**config.mk**
```make
export PLATFORM = sky130hd
export DESIGN_NAME = rssc_reset_startup_sleep_ctrl
export DESIGN_NICKNAME = d
export VERILOG_FILES = /design/src/rssc_pkg.sv /design/src/rssc_reset_startup_sleep_ctrl.sv
export VERILOG_INCLUDE_DIRS = /design/src
export SDC_FILE = /design/constraint.sdc
export NUM_CORES = 1
export LEC_CHECK = 0
export BUFFER_PORTS_ARGS = -buffer_cell sky130_fd_sc_hd__buf_2
export CORE_ASPECT_RATIO = 1.25
export CORE_MARGIN = 2
export CORE_UTILIZATION = 55
export CTS_BUF_LIST = sky130_fd_sc_hd__clkbuf_4
export DETAILED_ROUTE_END_ITERATION = 8
export PLACE_DENSITY = 0.81
export REMOVE_ABC_BUFFERS = 1
export SYNTH_ARGS = -nofsm -noshare
export SYNTH_HDL_FRONTEND = slang
export SYNTH_SLANG_ARGS = --single-unit
```
**constraint.sdc**
```tcl
create_clock -name clk_sys -period 2.75 [get_ports clk_sys]
set_input_delay 0.55 -clock clk_sys [delete_from_list [all_inputs] [get_ports clk_sys]]
set_output_delay 0.55 -clock clk_sys [all_outputs]
set_load 0.005 [all_outputs]
```
**src/rssc_params.svh**
```systemverilog
// rssc_params.svh: timing counts and field positions for the reset/sleep sequencer
// assumes inclusion by rssc_pkg.sv and rssc_reset_startup_sleep_ctrl.sv
`ifndef RSSC_PARAMS_SVH
`define RSSC_PARAMS_SVH
`define RSSC_CLK_HZ        100000000
`define RSSC_OST_MS        18
`define RSSC_OST_CYCLES    ((`RSSC_CLK_HZ / 1000) * `RSSC_OST_MS)
`define RSSC_WDT_MS        18
`define RSSC_WDT_CYCLES    ((`RSSC_CLK_HZ / 1000) * `RSSC_WDT_MS)
`define RSSC_WDOSC_DIV     4
`define RSSC_IRQ_WAKE_MASTER_CLEAR_N 0
`define RSSC_IRQ_WAKE_WDT  1
`define RSSC_IRQ_SLEEP     2
`define RSSC_IRQ_RELEASE   3
`define RSSC_IRQ_W         4
`define RSSC_REG_STATUS    2'h0
`define RSSC_REG_ENABLE    2'h1
`define RSSC_REG_CLEAR     2'h2
`define RSSC_REG_FLAGS     2'h3
`endif

```
**src/rssc_pkg.sv**
```systemverilog
// rssc_pkg.sv: types shared by the reset/sleep sequencer
// assumes rssc_params.svh is on the include path
`default_nettype none
`include "rssc_params.svh"
package rssc_pkg;
  // non-volatile configuration: oscillator type, watchdog enable, code protect
  typedef struct packed {
    logic [1:0] oscSel;
    logic       wdtEn;
    logic       codeProtN;
  } rssc_fuse_t;
  // one-hot sequencer states
  typedef enum logic [2:0] {
    ST_HOLD  = 3'b001,
    ST_RUN   = 3'b010,
    ST_SLEEP = 3'b100
  } rssc_state_t;
  // register access from the core
  typedef struct packed {
    logic [1:0] addr;
    logic [7:0] wdata;
    logic       wr;
    logic       rd;
  } rssc_bus_t;
endpackage : rssc_pkg
`default_nettype wire

```
**src/rssc_reset_startup_sleep_ctrl.sv**
```systemverilog
// rssc_reset_startup_sleep_ctrl.sv: reset latch, start-up timer, watchdog, sleep control
// assumes one 100 MHz clock; master_clear_n is an asynchronous pin; fuse and id inputs are
// static non-volatile values that only a programmer port ever changes
`default_nettype none
`include "rssc_params.svh"
// Operation
// - Reset held about 18 ms after master clear is seen high.
// - Watchdog timeout restarts the start-up timer.
// - Power-up sets the reset latch and clears the timer count.
// - Timer counts only while master clear high; expiry clears the reset latch.
// - Power-down entered only by the sleep instruction.
// - Sleep clears watchdog, clears power-down flag, sets timeout flag, stops oscillator.
// - Pins keep their pre-sleep state throughout power-down.
// - Wake on enabled watchdog timeout or master clear low pulse.
// - After wake, reset held one start-up period before execution resumes.
// - Power-down flag set at power-on, cleared only by sleep.
// - Timeout flag tells master clear wake from watchdog wake.
// - Four configuration bits: oscillator type, watchdog enable, code protect.
// - Sixteen user id bits, reachable only through programming access.
// - Watchdog timeout clears the timeout flag.
// - Watchdog-clear and sleep reset watchdog count and assigned prescaler.
// - Master clear low causes a device reset.
module rssc_reset_startup_sleep_ctrl
  import rssc_pkg::*;
#(
  parameter int OST_TICKS = `RSSC_OST_CYCLES / `RSSC_WDOSC_DIV, // start-up length
  parameter int WDT_TICKS = `RSSC_WDT_CYCLES / `RSSC_WDOSC_DIV, // watchdog length
  parameter int PIN_W     = 8                                   // i/o pins held in sleep
)(
  input  wire logic             clk_sys,        // system clock
  input  wire logic             rst_b,          // power-on reset, active low
  input  wire logic             master_clear_n, // external reset pin
  input  wire logic             sleepInstr,     // core executes sleep, one pulse
  input  wire logic             watchdog_clear_instr, // core clears watchdog, one pulse
  input  wire logic [2:0]       prescaleSel,    // prescaler ratio log2 when assigned
  input  wire logic             prescaleToWdt,  // prescaler assigned to watchdog
  input  wire rssc_fuse_t       fuseIn,         // configuration fuses
  input  wire logic [15:0]      userIdIn,       // user id bits
  input  wire logic             progMode,       // programming access active
  input  wire logic [PIN_W-1:0] pinOutIn,       // core pin output values
  input  wire logic [PIN_W-1:0] pinOeBIn,       // core pin enables, low drives
  input  wire rssc_bus_t        bus,            // register access
  output logic                  coreResetB,     // core reset, active low
  output logic                  oscEnable,      // oscillator driver on
  output logic                  power_down_flag, // status bit
  output logic                  timeout_flag,   // status bit
  output rssc_fuse_t            fuseOut,        // configuration to core
  output logic [15:0]           userIdOut,      // id, valid only in programming
  output logic [PIN_W-1:0]      pinOut,         // pin values, frozen in sleep
  output logic [PIN_W-1:0]      pinOeB,         // pin enables, frozen in sleep
  output logic [7:0]            rdata,          // read data, one cycle after strobe
  output logic                  irq             // level interrupt
);
  localparam int OW = $clog2(OST_TICKS + 1);
  localparam int WW = $clog2(WDT_TICKS * 128 + 1);

  rssc_state_t state_q;
  logic        mclrS1_q;
  logic        mclrS2_q;
  logic        mclrPrev_q;
  logic [1:0]  divCnt_q;
  logic        tick;
  logic [OW-1:0] ostCnt_q;
  logic [WW-1:0] wdtCnt_q;
  logic        wdtTimeout;
  logic        ostDone;
  logic        resetLatch_q;
  logic [`RSSC_IRQ_W-1:0] irqStat_q;
  logic [`RSSC_IRQ_W-1:0] irqEn_q;
  logic [`RSSC_IRQ_W-1:0] irqEvt;
  logic [WW-1:0] wdtLimit;

  // pin is asynchronous: two flops before use
  always_ff @(posedge clk_sys or negedge rst_b)
    if (!rst_b)
    begin
      mclrS1_q   <= 1'b0;
      mclrS2_q   <= 1'b0;
      mclrPrev_q <= 1'b0;
    end
    else
    begin
      mclrS1_q   <= master_clear_n;
      mclrS2_q   <= mclrS1_q;
      mclrPrev_q <= mclrS2_q;
    end

  // watchdog oscillator stand-in: free running tick, unaffected by sleep
  always_ff @(posedge clk_sys or negedge rst_b)
    if (!rst_b)
      divCnt_q <= 2'h0;
    else
      divCnt_q <= divCnt_q + 2'h1;
  assign tick = (divCnt_q == 2'(`RSSC_WDOSC_DIV - 1));

  // watchdog period stretched by prescaler only when assigned
  assign wdtLimit = prescaleToWdt ? WW'(WDT_TICKS << prescaleSel) : WW'(WDT_TICKS);
  assign wdtTimeout = fuseIn.wdtEn && tick && (wdtCnt_q == wdtLimit - WW'(1));

  // watchdog count; runs in sleep so it can wake the part
  always_ff @(posedge clk_sys or negedge rst_b)
    if (!rst_b)
      wdtCnt_q <= '0;
    else if (watchdog_clear_instr || sleepInstr || wdtTimeout)
      wdtCnt_q <= '0;
    else if (!fuseIn.wdtEn)
      wdtCnt_q <= '0;
    else if (tick)
      wdtCnt_q <= wdtCnt_q + WW'(1);

  // start-up timer: cleared while pin low or on watchdog timeout, counts ticks when high
  always_ff @(posedge clk_sys or negedge rst_b)
    if (!rst_b)
      ostCnt_q <= '0;
    else if (!mclrS2_q || wdtTimeout)
      ostCnt_q <= '0;
    else if (resetLatch_q && tick && ostCnt_q != OW'(OST_TICKS))
      ostCnt_q <= ostCnt_q + OW'(1);
  assign ostDone = (ostCnt_q == OW'(OST_TICKS));

  // reset latch: set by power-up, pin low or watchdog timeout; cleared at timer expiry
  always_ff @(posedge clk_sys or negedge rst_b)
    if (!rst_b)
      resetLatch_q <= 1'b1;
    else if (!mclrS2_q || wdtTimeout)
      resetLatch_q <= 1'b1;
    else if (ostDone)
      resetLatch_q <= 1'b0;
  always_ff @(posedge clk_sys or negedge rst_b)
    if (!rst_b)
      coreResetB <= 1'b0;
    else
      coreResetB <= !resetLatch_q && !(!mclrS2_q || wdtTimeout);

  // sequencer: only the sleep pulse enters power-down; reset events leave it
  always_ff @(posedge clk_sys or negedge rst_b)
    if (!rst_b)
      state_q <= ST_HOLD;
    else
      case (state_q)
        ST_HOLD:  if (!resetLatch_q) state_q <= ST_RUN;
        ST_RUN:
          if (!mclrS2_q || wdtTimeout) state_q <= ST_HOLD;
          else if (sleepInstr) state_q <= ST_SLEEP;
        ST_SLEEP: if (!mclrS2_q || wdtTimeout) state_q <= ST_HOLD;
        default:  state_q <= ST_HOLD;
      endcase

  // oscillator driver off only in power-down
  always_ff @(posedge clk_sys or negedge rst_b)
    if (!rst_b)
      oscEnable <= 1'b1;
    else if (state_q == ST_RUN && sleepInstr && mclrS2_q && !wdtTimeout)
      oscEnable <= 1'b0;
    else if (state_q != ST_RUN || !mclrS2_q || wdtTimeout)
      oscEnable <= state_q != ST_SLEEP || !mclrS2_q || wdtTimeout;

  // status flags: power-down cleared only by sleep; timeout cleared by watchdog expiry
  always_ff @(posedge clk_sys or negedge rst_b)
    if (!rst_b)
    begin
      power_down_flag <= 1'b1;
      timeout_flag    <= 1'b1;
    end
    else
    begin
      if (wdtTimeout)
        timeout_flag <= 1'b0;
      else if (sleepInstr && state_q == ST_RUN)
        timeout_flag <= 1'b1;
      if (sleepInstr && state_q == ST_RUN)
        power_down_flag <= 1'b0;
    end

  // pins follow the core while awake and freeze on entry to sleep
  always_ff @(posedge clk_sys or negedge rst_b)
    if (!rst_b)
    begin
      pinOut <= '0;
      pinOeB <= '1;
    end
    else if (state_q != ST_SLEEP)
    begin
      pinOut <= pinOutIn;
      pinOeB <= pinOeBIn;
    end

  // fuses always visible; id bits only under programming access
  always_ff @(posedge clk_sys or negedge rst_b)
    if (!rst_b)
    begin
      fuseOut   <= '0;
      userIdOut <= '0;
    end
    else
    begin
      fuseOut   <= fuseIn;
      userIdOut <= progMode ? userIdIn : 16'h0000;
    end

  // interrupt events: wakes, sleep entry, reset release
  assign irqEvt = {ostDone && resetLatch_q,
                   sleepInstr && state_q == ST_RUN,
                   wdtTimeout && state_q == ST_SLEEP,
                   !mclrS2_q && mclrPrev_q && state_q == ST_SLEEP};

  // sticky status: set beats a simultaneous clear
  always_ff @(posedge clk_sys or negedge rst_b)
    if (!rst_b)
      irqStat_q <= '0;
    else if (bus.wr && bus.addr == `RSSC_REG_CLEAR)
      irqStat_q <= (irqStat_q & ~bus.wdata[`RSSC_IRQ_W-1:0]) | irqEvt;
    else
      irqStat_q <= irqStat_q | irqEvt;

  always_ff @(posedge clk_sys or negedge rst_b)
    if (!rst_b)
      irqEn_q <= '0;
    else if (bus.wr && bus.addr == `RSSC_REG_ENABLE)
      irqEn_q <= bus.wdata[`RSSC_IRQ_W-1:0];

  always_ff @(posedge clk_sys or negedge rst_b)
    if (!rst_b)
      irq <= 1'b0;
    else
      irq <= |((irqStat_q | irqEvt) & irqEn_q);

  // read data one cycle after the strobe, zero otherwise
  always_ff @(posedge clk_sys or negedge rst_b)
    if (!rst_b)
      rdata <= 8'h00;
    else if (!bus.rd)
      rdata <= 8'h00;
    else
      case (bus.addr)
        `RSSC_REG_STATUS: rdata <= 8'(irqStat_q);
        `RSSC_REG_ENABLE: rdata <= 8'(irqEn_q);
        `RSSC_REG_FLAGS:  rdata <= {6'h00, timeout_flag, power_down_flag};
        default:          rdata <= 8'h00;
      endcase

  // a pin held low must keep the core in reset within four cycles
  property p_master_clear_n_reset;
    @(posedge clk_sys) disable iff (!rst_b)
      !master_clear_n [*4] |-> !coreResetB;
  endproperty
  a_master_clear_n_reset: assert property (p_master_clear_n_reset) else $error("pin low but core runs");

  // release only after a full timer run
  property p_release;
    @(posedge clk_sys) disable iff (!rst_b)
      $rose(coreResetB) |-> $past(ostDone);
  endproperty
  a_release: assert property (p_release) else $error("release without timer");

  property p_hold_on_wdt;
    @(posedge clk_sys) disable iff (!rst_b)
      wdtTimeout |=> !coreResetB && resetLatch_q && ostCnt_q == '0;
  endproperty
  a_hold_on_wdt: assert property (p_hold_on_wdt) else $error("watchdog did not restart hold");

  property p_sleep_only;
    @(posedge clk_sys) disable iff (!rst_b)
      state_q != ST_SLEEP ##1 state_q == ST_SLEEP |-> $past(sleepInstr);
  endproperty
  a_sleep_only: assert property (p_sleep_only) else $error("sleep without instruction");

  property p_sleep_flags;
    @(posedge clk_sys) disable iff (!rst_b)
      sleepInstr && state_q == ST_RUN && mclrS2_q && !wdtTimeout |=>
        !power_down_flag && timeout_flag && !oscEnable && wdtCnt_q == '0;
  endproperty
  a_sleep_flags: assert property (p_sleep_flags) else $error("sleep entry effects missing");

  property p_pins_frozen;
    @(posedge clk_sys) disable iff (!rst_b)
      state_q == ST_SLEEP ##1 state_q == ST_SLEEP |-> $stable(pinOut) && $stable(pinOeB);
  endproperty
  a_pins_frozen: assert property (p_pins_frozen) else $error("pins moved in sleep");

  property p_pd_stays;
    @(posedge clk_sys) disable iff (!rst_b)
      $fell(power_down_flag) |-> $past(sleepInstr);
  endproperty
  a_pd_stays: assert property (p_pd_stays) else $error("power-down flag cleared wrongly");

  property p_to_clear;
    @(posedge clk_sys) disable iff (!rst_b)
      wdtTimeout |=> !timeout_flag;
  endproperty
  a_to_clear: assert property (p_to_clear) else $error("timeout flag not cleared");

  property p_wdt_clr;
    @(posedge clk_sys) disable iff (!rst_b)
      watchdog_clear_instr |=> wdtCnt_q == '0;
  endproperty
  a_wdt_clr: assert property (p_wdt_clr) else $error("watchdog not cleared");

  property p_id_hidden;
    @(posedge clk_sys) disable iff (!rst_b)
      !progMode |=> userIdOut == 16'h0000;
  endproperty
  a_id_hidden: assert property (p_id_hidden) else $error("id visible outside programming");
endmodule : rssc_reset_startup_sleep_ctrl
`default_nettype wire

```
==> out/qor.yml <==
status: "finished clean"
grt_pass1_wl_mm: 18.4
synth_area_leaders: "dfrtp_1, dfstp_2, xor2_1"
drv_cap: 0
syn_area_per_cell_sq_um: 10.2
core-area_sq_um: 9560
cts_tree: "built"
cts.sinks: 107
fin_nets: 709
postRouteAntennaNets: 0
p_per_area_nw_per_um2: 443
critical_path.top_delay_family: "simple AND/OR/NAND/NOR gates"
syn_inst: 525
cpPeakStageDelay_ps: 340
crit_type: "primary input to flop"
yosysWarnings: 0
seq_area_frac_synth_pct: 50.1
fin_crit_sh_pct: 98.1
synth_common_cells: "dfrtp_1, nor2_1, nand2_1, xor2_1, nor3_1"
finalSetupViolCount: 0
synth_enable_flop_cells: 0
skew_ps: 12.2
die-area_sq_um: 10600
dp_hpwl_mm: 8.35
port_buffers: 98
maxSlewViolCount: 0
cts_root_buffer: "clkbuf_4"
setup_tns_ps: 0
min_path_type: "primary input to asynchronous set/reset pin"
gr-total-overflow: 0
slew_headroom_pct: 41.2
min_period_ps: 2700
fin_area_sq_um: 6400
grt_pass1_vias: 4090
io_pins: 107
ys_ff_latch: 107
cp.arrival_ps: 3040
ir_worst_vdd_mv: 0.336
drtIter0Drc: 215
path_max_fanout: 6
yosys.cell_types.count: 52
place_inst: 752
grtUsageTotal_pct: 21.6
max_freq_ghz: 0.371
syn_area_sq_um: 5380
synthFlopType: "dfrtp_1"
crit_chain: "buf_2 > inv_1 > ha_2 > inv_1 > or3_4 > ha_4 > xnor2_1 > a2111oi_2 > o211ai_1 > nor4_2 > nand4b_1 > o21ai_4 > clkbuf_16 > nor3_1"
p_leak_nw: 2.98
hold_buffers: 0
worst_hold_slack_ps: 69.1
vias_per_cell: 5.49
via_count: 4242
crit_buf_inv: 4
top_usage_layer: "met2"
placed_cell_area_sq_um: 6130
slowest_stage: "o21ai_4"
synth_top_area_share_pct: 43.7
die_width_microns: 92.5
remaining_drc_errors: 0
area_growth_pct: 19.0
wirelength_mm: 11.6
clk_path_buf_depth: 2
clkTransAtPathRegs_ps: 150
grt_use_met1_pct: 25.9
dieHeight_microns: 115
worst_pin_slew_ps: 881
ys_async_sr_fraction_pct: 100
cts_buffers: 9
finalNonFillerCells: 773
num_rows: 40
antenna_found_initial: 1
avgRoutedWirePerCell_microns: 14.9
gp_congestion: 0.862
worst_ep_required_time_ps: 3090
grtUsageMet2_pct: 39.6
fillerInstances: 732
met3_usage_pct: 2.90
cp_common_cell: "inv_1"
yosysMostFrequentCell: "dfrtp_1"
drt_pass1_iterations: 7
critical_path.startpoint_type: "primary input"
clock_latency_ps: 440
endpoint_kind: "flop"
grt_max_degree: 45
drive_gt1_share_pct: 28.8
initial_core_util_pct: 56.3
yosys.area.top_type: "dfrtp_1"
htreeDepth: 3
hold_viol_final: 0
## kinds of logic (layout without fill, tap and decap cells)
family | count (synthesis) | count (layout) | synth area share, %
other | 1 | 5 | 0.0697
AO/OA/AOI/OAI | 51 | 51 | 6.07
AND/OR/NAND/NOR | 225 | 225 | 22.0
multiplexers | 28 | 28 | 5.75
XOR/XNOR | 59 | 59 | 9.61
buffers and inverters | 44 | 162 | 4.09
flip-flops | 107 | 107 | 50.1
adder cells (fa/ha/maj) | 10 | 10 | 2.33
## power by group
group	switching, mW	internal (mW)	total (mW)	leakage [nW]
clock network	0.501	0.381	0.882	0.0830
logic	0.160	0.149	0.309	1.51
registers	0.0226	1.62	1.65	1.38
total	0.684	2.15	2.84	2.98
## cells in the final DEF (no fill, tap or decap), drive strengths merged, types with 4 or more instances in the layout
cell,Yosys,routed
o21ai,23,23
inv,18,19
and2,22,22
nor2b,6,6
clkbuf,9,12
buf,17,126
mux2i,8,8
conb,1,4
nand2b,10,10
nand4,13,13
and3,14,14
and4,6,6
or3,7,7
nand2,39,39
dfrtp,94,94
nor3,28,28
a21oi,10,10
xor2,39,39
xnor2,20,20
nand3,15,15
ha,10,10
nor2,48,48
mux2,20,20
dfstp,13,13
## stage by stage
stage	setup WS, ps	utilization (%)	power, mW
final	52.7	67.0	2.84
after global routing	-56.8	67.0	2.97
after CTS	7.44	65.8	2.85
after detailed placement	-533	64.1	1.97
after global placement	-484	64.1	1.96
after floorplan	-690	-	1.80
## final timing paths
kind                                            end                     from  slack [ps]  cells past startpoint
hold reg to reg                  mclrS2_q$_DFF_PN0_       mclrS1_q$_DFF_PN0_         380                      0
hold / removal              userIdOut[15]$_DFF_PN0_                    rst_b          70                      1
max in group asynchronous  wdtCnt_q[23]$_DFFE_PN0P_                    rst_b        1980                      2
min in group clk_sys             mclrS1_q$_DFF_PN0_           master_clear_n         210                      1
setup / recovery             state_q[2]$_DFFE_PN0P_           prescaleSel[1]          50                     14
setup reg to reg             state_q[2]$_DFFE_PN0P_  wdtCnt_q[0]$_DFFE_PN0P_         190                      9
## layer usage
layer	wire length, microns	up-vias
met1	4630	2084
li1	-	2030
met3	407	15
met2	6340	113
met4	180	0
met5	0	-
## layout make-up
class	instances	area [sq um]	share of cell area, %
Inverter	18	67.6	1.06
Clock inverter	6	88.8	1.39
Tap cell	126	158	2.46
Clock buffer	10	75.1	1.17
Sequential cell	107	2690	42.1
Timing Repair Buffer	128	795	12.4
Antenna cell	1	2.50	0.0391
Multi-Input combinational cell	377	2520	39.4
## registers in the layout, indices dropped and copies added, names as in the netlist, 2 cells and up
name	count
divCnt_q	2
wdtCnt_q	26
pinOeB	8
fuseOut	4
pinOut	8
irqStat_q	4
ostCnt_q	19
rdata	4
state_q	3
userIdOut	16
irqEn_q	4
## what timing repair did
item,in CTS,in global routing
setup buffers,0,1
cloned,0,3
endpoints found under the setup margin,24,27
resized for setup,0,8
pin swaps,3,4
hold endpoints to repair,0,0
Note: power is estimated with default switching activity, not from simulation.
